File: src/sws_pkg.sv
// Purpose: Shared constants and types for the supply supervisor watchdog
// Assumes: 40 MHz mclk, synchronous active-high reset
// Notes: All timed intervals are counted in 1 ms ticks of the time base
package sws_pkg;

  // Clock
  localparam int CLK_PERIOD_NS = 25;

  // Time base: one tick per millisecond
  localparam int TICK_PERIOD_NS = 1000000;
  localparam int TICK_CYCLES_DEF = TICK_PERIOD_NS / CLK_PERIOD_NS;
  localparam int DIV_W = 16;

  // Reset pulse, nominal and least extension
  localparam int RESET_PULSE_MS = 200;
  localparam int RESET_EXTEND_MIN_MS = 140;
  localparam int RST_W = 8;
  localparam logic [RST_W-1:0] RESET_TICKS = RST_W'(RESET_PULSE_MS);
  localparam logic [RST_W-1:0] RESET_TIMER_INIT = RESET_TICKS;

  // Watchdog timeout
  localparam real WD_TIMEOUT_S = 1.6;
  localparam int WD_W = 11;
  localparam logic [WD_W-1:0] WD_TICKS = WD_W'(int'(WD_TIMEOUT_S * 1000.0));
  localparam logic [WD_W-1:0] WD_COUNT_INIT = 11'h000;

  // Least kick pulse, rounded up to whole cycles
  localparam int KICK_MIN_NS = 50;
  localparam int KICK_MIN_CYC =
    (KICK_MIN_NS + CLK_PERIOD_NS - 1) / CLK_PERIOD_NS;

  // Values of the input synchroniser during reset
  localparam int SYNC_W = 5;

  typedef struct packed {
    logic supply_ok;
    logic pf_above_ref;
    logic manual_reset_n;
    logic kick;
    logic kick_driven;
  } sws_in_t;

  localparam sws_in_t SYNC_RESET_VAL = '{
    supply_ok: 1'b0,
    pf_above_ref: 1'b1,
    manual_reset_n: 1'b1,
    kick: 1'b0,
    kick_driven: 1'b0
  };

endpackage : sws_pkg

File: src/sws_sync.sv
// Purpose: Two-flop synchroniser for the supervisor's pin inputs
// Assumes: Inputs are asynchronous levels
// Notes: First stage is read only by the second stage
`timescale 1ns/10ps
module sws_sync
  import sws_pkg::*;
(
  input wire logic mclk,
  input wire logic reset,
  input wire sws_in_t async_in,
  output sws_in_t sync_out
);

  logic [SYNC_W-1:0] meta_reg;
  logic [SYNC_W-1:0] stable_reg;
  logic [SYNC_W-1:0] rst_val;

  assign rst_val = SYNC_RESET_VAL;

  genvar gi;
  generate
    for (gi = 0; gi < SYNC_W; gi++) begin : g_bit
      always_ff @(posedge mclk) begin
        if (reset) begin
          meta_reg[gi] <= rst_val[gi];
          stable_reg[gi] <= rst_val[gi];
        end else begin
          meta_reg[gi] <= async_in[gi];
          stable_reg[gi] <= meta_reg[gi];
        end
      end
    end
  endgenerate

  assign sync_out = stable_reg;

endmodule : sws_sync

File: src/sws_supervisor.sv
// Purpose: Supply supervisor with reset stretcher, manual reset and watchdog
// Assumes: Analog comparisons arrive as digital levels on pins
// Notes: All intervals come from a free-running 1 ms tick
//
// How it works
// Reset released 200 ms after supply ok
// Supply low asserts reset while it lasts
// Brownout mid-pulse extends reset at least 140 ms
// Active-high reset is exact complement
// No kick for 1.6 s drives expired low
// Watchdog cleared while reset or kick tri-stated
// Watchdog counts once reset released and driven
// Kick pulses of 50 ns are detected
// Supply low forces expired output low
// Floating kick makes expired a low-line flag
// Power-fail warn follows sense, independent of reset
// Manual reset starts at least 140 ms pulse
// System routes expired output to manual reset
// Expiry alone never asserts reset
// Expired sticky until cleared, rises on recovery
// Reset held 200 ms after manual reset release
// Any kick edge restarts the watchdog
// Synchronised comparator inputs, free-running time base
`timescale 1ns/10ps
module sws_supervisor
  import sws_pkg::*;
#(
  parameter int TICK_CYCLES = TICK_CYCLES_DEF
) (
  input wire logic mclk,
  input wire logic reset,
  input wire logic supply_ok_in,
  input wire logic power_fail_sense_in,
  input wire logic manual_reset_n_in,
  input wire logic watchdog_kick_in,
  input wire logic watchdog_kick_driven_in,
  output logic reset_n_out,
  output logic reset_out,
  output logic watchdog_expired_n_out,
  output logic power_fail_warn_n_out
);

  sws_in_t pins_async;
  sws_in_t pins_s;

  logic [DIV_W-1:0] div_reg;
  logic tick_reg;
  logic [RST_W-1:0] rst_timer_reg;
  logic [WD_W-1:0] wd_count_reg;
  logic wd_expired_reg;
  logic kick_prev_reg;
  logic reset_n_reg;
  logic reset_reg;
  logic wdo_n_reg;
  logic pfo_n_reg;

  logic hold;
  logic rst_active;
  logic kick_edge;
  logic wd_clear;
  logic wd_expired_next;

  assign pins_async = '{
    supply_ok: supply_ok_in,
    pf_above_ref: power_fail_sense_in,
    manual_reset_n: manual_reset_n_in,
    kick: watchdog_kick_in,
    kick_driven: watchdog_kick_driven_in
  };

  // Every pin level crosses two flops before use
  sws_sync u_sync (
    .mclk(mclk),
    .reset(reset),
    .async_in(pins_async),
    .sync_out(pins_s)
  );

  // Free-running millisecond time base
  always_ff @(posedge mclk) begin
    if (reset) begin
      div_reg <= 16'h0000;
      tick_reg <= 1'b0;
    end else if (div_reg == DIV_W'(TICK_CYCLES - 1)) begin
      div_reg <= 16'h0000;
      tick_reg <= 1'b1;
    end else begin
      div_reg <= div_reg + 16'h0001;
      tick_reg <= 1'b0;
    end
  end

  // Reset is held by a low supply or a pressed manual reset only
  assign hold = !pins_s.supply_ok || !pins_s.manual_reset_n;
  assign rst_active = hold || (rst_timer_reg != 8'h00);

  // Reloading on every held cycle gives the full interval after release,
  // which also covers any brownout or bounce inside a running pulse
  always_ff @(posedge mclk) begin
    if (reset) begin
      rst_timer_reg <= RESET_TIMER_INIT;
    end else if (hold) begin
      rst_timer_reg <= RESET_TICKS;
    end else if (tick_reg && rst_timer_reg != 8'h00) begin
      rst_timer_reg <= rst_timer_reg - 8'h01;
    end
  end

  always_ff @(posedge mclk) begin
    if (reset) begin
      reset_n_reg <= 1'b0;
      reset_reg <= 1'b1;
    end else begin
      reset_n_reg <= !rst_active;
      reset_reg <= rst_active;
    end
  end

  // Kick edges; two synchronised samples of a 50 ns pulse at 25 ns
  always_ff @(posedge mclk) begin
    if (reset) begin
      kick_prev_reg <= 1'b0;
    end else begin
      kick_prev_reg <= pins_s.kick;
    end
  end

  assign kick_edge = pins_s.kick ^ kick_prev_reg;
  assign wd_clear = rst_active || !pins_s.kick_driven || kick_edge;

  always_ff @(posedge mclk) begin
    if (reset) begin
      wd_count_reg <= WD_COUNT_INIT;
    end else if (wd_clear) begin
      wd_count_reg <= WD_COUNT_INIT;
    end else if (tick_reg && wd_count_reg != WD_TICKS) begin
      wd_count_reg <= wd_count_reg + 11'h001;
    end
  end

  // Sticky until the timer is cleared
  always_comb begin
    if (wd_clear) begin
      wd_expired_next = 1'b0;
    end else if (wd_count_reg == WD_TICKS) begin
      wd_expired_next = 1'b1;
    end else begin
      wd_expired_next = wd_expired_reg;
    end
  end

  always_ff @(posedge mclk) begin
    if (reset) begin
      wd_expired_reg <= 1'b0;
    end else begin
      wd_expired_reg <= wd_expired_next;
    end
  end

  // Low line overrides; recovery releases with no minimum width
  always_ff @(posedge mclk) begin
    if (reset) begin
      wdo_n_reg <= 1'b0;
    end else begin
      wdo_n_reg <= pins_s.supply_ok && !wd_expired_next;
    end
  end

  // Comparator path has no link to the reset logic
  always_ff @(posedge mclk) begin
    if (reset) begin
      pfo_n_reg <= 1'b1;
    end else begin
      pfo_n_reg <= pins_s.pf_above_ref;
    end
  end

  assign reset_n_out = reset_n_reg;
  assign reset_out = reset_reg;
  assign watchdog_expired_n_out = wdo_n_reg;
  assign power_fail_warn_n_out = pfo_n_reg;

  property p_complement;
    @(posedge mclk) disable iff (reset)
    reset_out == !reset_n_out;
  endproperty
  a_complement: assert property (p_complement)
    else $error("reset outputs not complementary");

  property p_brownout;
    @(posedge mclk) disable iff (reset)
    !pins_s.supply_ok |=> !reset_n_out && !watchdog_expired_n_out;
  endproperty
  a_brownout: assert property (p_brownout)
    else $error("low supply did not assert reset and expired");

  property p_lowline;
    @(posedge mclk) disable iff (reset)
    (!pins_s.supply_ok && reset_n_out) |=>
      $fell(reset_n_out) && !watchdog_expired_n_out;
  endproperty
  a_lowline: assert property (p_lowline)
    else $error("expired did not fall together with reset");

  property p_reload;
    @(posedge mclk) disable iff (reset)
    hold |=> rst_timer_reg == RESET_TICKS;
  endproperty
  a_reload: assert property (p_reload)
    else $error("reset timer not reloaded while held");

  property p_release;
    @(posedge mclk) disable iff (reset)
    $rose(reset_n_out) |-> $past(rst_timer_reg) == 8'h00 &&
      $past(pins_s.supply_ok) && $past(pins_s.manual_reset_n);
  endproperty
  a_release: assert property (p_release)
    else $error("reset released before interval ended");

  property p_no_wd_reset;
    @(posedge mclk) disable iff (reset)
    (!hold && rst_timer_reg == 8'h00) |=> reset_n_out;
  endproperty
  a_no_wd_reset: assert property (p_no_wd_reset)
    else $error("reset asserted without supply or manual cause");

  property p_wd_cleared;
    @(posedge mclk) disable iff (reset)
    (rst_active || !pins_s.kick_driven || kick_edge) |=>
      wd_count_reg == 11'h000 && !wd_expired_reg;
  endproperty
  a_wd_cleared: assert property (p_wd_cleared)
    else $error("watchdog not cleared");

  property p_expire;
    @(posedge mclk) disable iff (reset)
    (wd_count_reg == WD_TICKS && !wd_clear && pins_s.supply_ok) |=>
      !watchdog_expired_n_out;
  endproperty
  a_expire: assert property (p_expire)
    else $error("timeout did not drive expired low");

  property p_recover;
    @(posedge mclk) disable iff (reset)
    $rose(pins_s.supply_ok) |=> watchdog_expired_n_out;
  endproperty
  a_recover: assert property (p_recover)
    else $error("expired did not rise on supply recovery");

  property p_pfo;
    @(posedge mclk) disable iff (reset)
    !$past(reset) |-> power_fail_warn_n_out == $past(pins_s.pf_above_ref);
  endproperty
  a_pfo: assert property (p_pfo)
    else $error("power fail warn does not follow sense");

  property p_count;
    @(posedge mclk) disable iff (reset)
    (!wd_clear && tick_reg && wd_count_reg != WD_TICKS) |=>
      wd_count_reg == $past(wd_count_reg) + 11'h001;
  endproperty
  a_count: assert property (p_count)
    else $error("watchdog did not count");

endmodule : sws_supervisor

File: config.mk
export PLATFORM = sky130hd
export DESIGN_NAME = sws_supervisor
export DESIGN_NICKNAME = d
export VERILOG_FILES = /design/src/sws_pkg.sv /design/src/sws_sync.sv /design/src/sws_supervisor.sv
export SDC_FILE = /design/constraint.sdc
export NUM_CORES = 1
export LEC_CHECK = 0
export ABC_CLOCK_PERIOD_IN_PS = 1800
export BUFFER_PORTS_ARGS = -buffer_cell sky130_fd_sc_hd__clkbuf_2
export CAP_MARGIN = 15
export CORE_MARGIN = 5
export CORE_UTILIZATION = 45
export CTS_CLUSTER_SIZE = 24
export DETAILED_ROUTE_END_ITERATION = 6
export PLACE_DENSITY = 0.73
export SYNTH_ARGS = -nofsm -noshare
export SYNTH_HDL_FRONTEND = slang
export SYNTH_HIERARCHICAL = 1
export SYNTH_SLANG_ARGS = --single-unit
export TNS_END_PERCENT = 20
File: constraint.sdc
create_clock -name mclk -period 1.8 [get_ports mclk]
set_clock_uncertainty 0.15 [all_clocks]
set_input_delay 0.18 -clock mclk [delete_from_list [all_inputs] [get_ports mclk]]
set_output_delay 0.18 -clock mclk [all_outputs]
set_load 0.1 [all_outputs]
### Yosys cells after proc, flatten, opt, wreduce, memory -nomap -nowiden

Cells that the tools add are included.

| storage, ports and cells | value |
|---|---|
| register bits after elaboration | 52 |
| logic and storage cells | 46 |

| operators by class | value |
|---|---|
| reduce and logical (&&, ||, !) cells | 16 |
| equality and inequality tests | 3 |
| add/subtract/negate cells | 3 |
| muxes and demuxes | 3 |
| bitwise logic cells | 1 |

Operators by type and width:

| operator | number |
|---|---|
| $add 16x1->16 const B | 1 |
| $eq 16x16->1 const B | 1 |
| $add 11x1->11 const B | 1 |
| $eq 11x11->1 const B | 1 |
| $ne 11x11->1 const B | 1 |
| $reduce_bool 8->1 | 1 |
| $sub 8x1->8 const B | 1 |
| $reduce_or 2->1 | 3 |
| $logic_not 1->1 | 5 |
| $logic_or 1x1->1 | 4 |
| $logic_and 1x1->1 | 3 |
| $mux 1 | 3 |
| $xor 1x1->1 | 1 |

### Longest topological paths before layout

| depth | value |
|---|---|
| depth after elaboration | 8 |
| gate-level depth with buffers | 8 |

### Modules after synthesis

Netlist, hierarchy kept.

Modules (own cells, without submodules):

| module | area an instance (sq um) | sequential area each (sq um) | cells each | instances |
|---|---|---|---|---|
| sws_supervisor | 1854.3 | 840.8 | 206 | 1 |
| sws_sync | 262.8 | 200.2 | 20 | 1 |

### Worst setup path after synthesis

OpenSTA, ideal clock, no wires.

| path | value |
|---|---|
| kind | reg2reg |
| start point | reg rst_timer_reg[0] |
| end point | reg wd_count_reg[1] |
| setup slack | -0.126 ns |
| data arrival time | 1.711 ns |
| period minus slack after synthesis | 1.926 ns |
| library setup time | 0.064 ns |
| path buffers | 2 |
| stages on the path, launching flop included | 9 |
| cells stage by stage | dfxtp_1 inv_1 ha_1 or4b_1 buf_2 nor4_4 nand2_2 buf_6 nor2_1 |

| on the way | value |
|---|---|
| word-level cells in the longest chain between the ends | 5 |

RTL lines:

| what | line | RTL |
|---|---|---|
| start: declaration | sws_supervisor.sv:48 | `logic [RST_W-1:0] rst_timer_reg;` |
| start signal: assignment | sws_supervisor.sv:105 | `rst_timer_reg <= rst_timer_reg - 8'h01;` |
| $reduce_bool 8->1 | sws_supervisor.sv:95 | `assign rst_active = hold \|\| (rst_timer_reg != 8'h00);` |
| $logic_or 1x1->1 | sws_supervisor.sv:95 |  |
| $logic_or 1x1->1 (2 in series) | sws_supervisor.sv:129 | `assign wd_clear = rst_active \|\| !pins_s.kick_driven \|\| kick_edge;` |
| $reduce_or 2->1 (no line) | - |  |
| end signal: assignment | sws_supervisor.sv:137 | `wd_count_reg <= wd_count_reg + 11'h001;` |
| end: declaration | sws_supervisor.sv:49 | `logic [WD_W-1:0] wd_count_reg;` |

No other way between the ends.
A chain may end at the register's enable or synchronous reset.

### Worst setup path in the final report

| path | value |
|---|---|
| start point | reg rst_timer_reg[1] |
| end point | reg wdo_n_reg (netlist: watchdog_expired_n_out) |

| on the way | value |
|---|---|
| word-level cells in the longest chain between the ends | 7 |

RTL lines:

| what | line | RTL |
|---|---|---|
| $reduce_bool 8->1 | sws_supervisor.sv:95 |  |
| $logic_or 1x1->1 | sws_supervisor.sv:95 |  |
| $logic_or 1x1->1 (2 in series) | sws_supervisor.sv:129 |  |
| $mux 1 | sws_supervisor.sv:143 | `if (wd_clear) begin` |
| $logic_not 1->1 | sws_supervisor.sv:165 | `wdo_n_reg <= pins_s.supply_ok && !wd_expired_next;` |
| $logic_and 1x1->1 | sws_supervisor.sv:165 |  |
| end signal: assignment | sws_supervisor.sv:165 |  |
| end: declaration | sws_supervisor.sv:54 | `logic wdo_n_reg;` |

No other way between the ends.

==> impl_metrics.yaml <==
power:
  p_leak_uw: 0.000894
  clkPwrFrac: 0.353
  power_frac_comb: 0.039
  p_sw_frac: 0.231
  vdd_drop_max_uv: 541
  p_int_uw: 1490
  p_sw_uw: 447
  power_frac_seq: 0.608
  power_density_nw_per_um2: 777
synthesis:
  synth_area_leaders: "dfxtp_1, xnor2_1, nor2_1"
  syn_area_um2: 2120
  avgSynthCellArea_um2: 9.37
  synth-edff-count: 0
  syn_inst: 226
  yosysTopAreaCell: "dfxtp_1"
  ys_seq_elements: 52
  ys_types: 41
  synth_top_area_frac: 0.492
  yosysSeqAreaShare: 0.492
  ys.flop_type: "dfxtp_1"
  syn-num-nets: 238
  async_flop_share: 0
  yosysWarnings: 6
cells_and_area:
  nets: 269
  design_area_um2: 2490
  fillers: 425
  layout_commonest_cell: "dfxtp_1"
  drive_gt1_frac: 0.167
  largest_register_ff_count: 16
  antenna_cells: 0
  finish.utilization: 0.537
  syn2layout_area_growth_pct: 17.4
  layout_common_cells: "dfxtp_1, nor2_1, xnor2_1"
worst_setup_path:
  worst-path-buf-inv: 1
  critPathMaxFanout: 5
  cp.arrival_ns: 1.91
  crit_family: "simple AND/OR/NAND/NOR gates"
  r2r_start: "rst_timer_reg[1]$_SDFFE_PP0P_"
  rr_worst_depth: 6
  cp-end-kind: "flip-flop"
  crit_type: "flip-flop to flip-flop"
  worstPathCellList: "inv_2 > ha_4 > or4b_4 > nor4_4 > o21ai_1 > and2_1"
  slowest_delay_ns: 0.50
  crit_start: "rst_timer_reg[1]$_SDFFE_PP0P_"
  cp.depth: 6
  required_ns: 1.86
  cpMaxStageDelayCell: "or4b_4"
  startpoint_type: "flip-flop"
grt:
  track_usage: 0.126
  met1_usage: 0.148
  grt_use_met2: 0.209
  grt_max_degree: 19
  grt_overflow: 0
  grt_most_used_layer: "met2"
  grtUsageMet3: 0.0321
  grt_antenna_before_repair: 0
  grt_first_pass_wirelength_mm: 6.28
  grt_pass1_vias: 1524
clock_network:
  clockBufferDepth: 2
  cts_tree: "built"
  insertion_delay_ns: 0.31
  clkSlewWorstSetupHoldPaths_ns: 0.10
  htree_levels: 2
  cts_buffers: 5
  root_buffer: "clkbuf_8"
  clock-sinks: 52
status:
  violations: "setup timing"
  status: "finished, violations left"
routing:
  vias: 1591
  ant_nets: 0
  drc_errors: 0
  drt_pass1_iterations: 6
  wl_per_cell_um: 11.2
  drtIter0Drc: 70
  viasPerCell: 5.10
  routed_wl_mm: 3.50
worst_hold_path:
  hold_start: "reset"
  hp-class: "input pin to flip-flop"
  hold-path-cell-count: 3
placement:
  post_dp_cell_area_um2: 2320
  port_buffers: 10
  place_congestion: 0.804
  hpwl_mm: 2.47
timing:
  setup-tns-final_ns: -0.116
  post-route-period-util: 1.02
  worst_slew_pin_slew_ns: 0.546
  slew_violations: 0
  clock.fmax_mhz: 542
  hold_violations: 0
  relSlewSlack: 0.638
  setup_viol_count_final: 10
  setup_ws_ns: -0.0444
  rsz0062_at_grt: "yes"
  fin_crit_ns: 1.84
floorplanning:
  core_um2: 4630
  start_util: 0.457
  ios: 11
  fp.dieW_um: 78.6
  die_y_um: 78.6
  rows: 25
  die_area_um2: 6180
job:
  maxCapViolations: 0
-- synthesized netlist by cell type, types with 3 or more instances --
master and instances:
nor3_1 7, nor2_1 36, nand2_1 13, nand4_1 11, nand3_1 7, or3_1 3
xor2_1 11, a21oi_1 5, ha_1 5, nor4_1 5, inv_1 10, xnor2_1 16
dfxtp_1 52, or2_1 4, and3_1 3, nor2b_1 7
-- worst paths after layout --
| path | endpoint | slack, ns |
|---|---|---|
| setup / recovery | watchdog_expired_n_out$_SDFF_PP0_ | -0.04 |
| hold / removal | u_sync/meta_reg[1]$_SDFF_PP0_ | 0.09 |
| setup reg to reg | watchdog_expired_n_out$_SDFF_PP0_ | -0.04 |
| hold reg to reg | u_sync/sync_out[3]$_SDFF_PP1_ | 0.27 |
-- worst min-delay path: cells and delay by family --
| kind | cells | cell delay [ns] |
|---|---|---|
| AND/OR/NAND/NOR | 1 | 0.06 |
| buffers and inverters | 2 | 0.28 |
-- through the flow --
step | cells | hold slack [ns] | power, uW | worst slack [ns]
4_1_cts | 312 | 0.0817 | 1960 | -0.0650
5_1_grt | 312 | 0.105 | 2020 | -0.158
2_1_floorplan | 226 | 0.102 | 1240 | -0.0201
3_5_place_dp | 299 | 0.215 | 1270 | -0.0458
6_report | 312 | 0.0943 | 1930 | -0.0444
3_3_place_gp | 299 | 0.206 | 1270 | -0.0136
-- power by group through the flow --
stage	combinational, uW	clock, uW	sequential (uW)
6_report	75.6	681	1180
5_1_grt	84.9	759	1180
4_1_cts	75.1	711	1180
3_5_place_dp	66.4	0	1200
3_3_place_gp	64.7	0	1200
2_1_floorplan	28.5	0	1210
-- logic make-up (layout without fill, tap and decap cells) --
kind of cell             count (synthesis)  in the layout  synth area share
AND/OR/NAND/NOR                        113            113             0.289
flip-flops                              52             52             0.492
XOR/XNOR                                27             27             0.112
AO/OA/AOI/OAI                           14             14            0.0426
buffers and inverters                   14             46            0.0307
adder cells (fa/ha/maj)                  5              5            0.0296
multiplexers                             1              1           0.00473
-- layout make-up --
cell class | count | area [um2] | area share
well taps | 54 | 67.6 | 0.0272
inverters | 10 | 37.5 | 0.0151
multi-input cells | 160 | 1050 | 0.421
repair buffers | 28 | 198 | 0.0795
flip-flops and latches | 52 | 1040 | 0.420
clock buffers | 5 | 68.8 | 0.0277
clock inverters | 3 | 25.0 | 0.0101
-- metal layers --
layer,vias up,routed length (um),part of all wire
met4,0,61,0.017
met1,725,1660,0.47
met3,7,138,0.039
met5,-,0,0
met2,27,1640,0.47
li1,832,-,-
-- what timing repair did --
action | in CTS | in global routing
setup buffers | 0 | 0
pin swaps | 1 | 2
gates resized for setup | 1 | 2
endpoints found under the hold margin | 5 | 0
setup endpoints to repair | 13 | 24
hold buffers | 5 | 0
(Power assumes the default switching activity.)
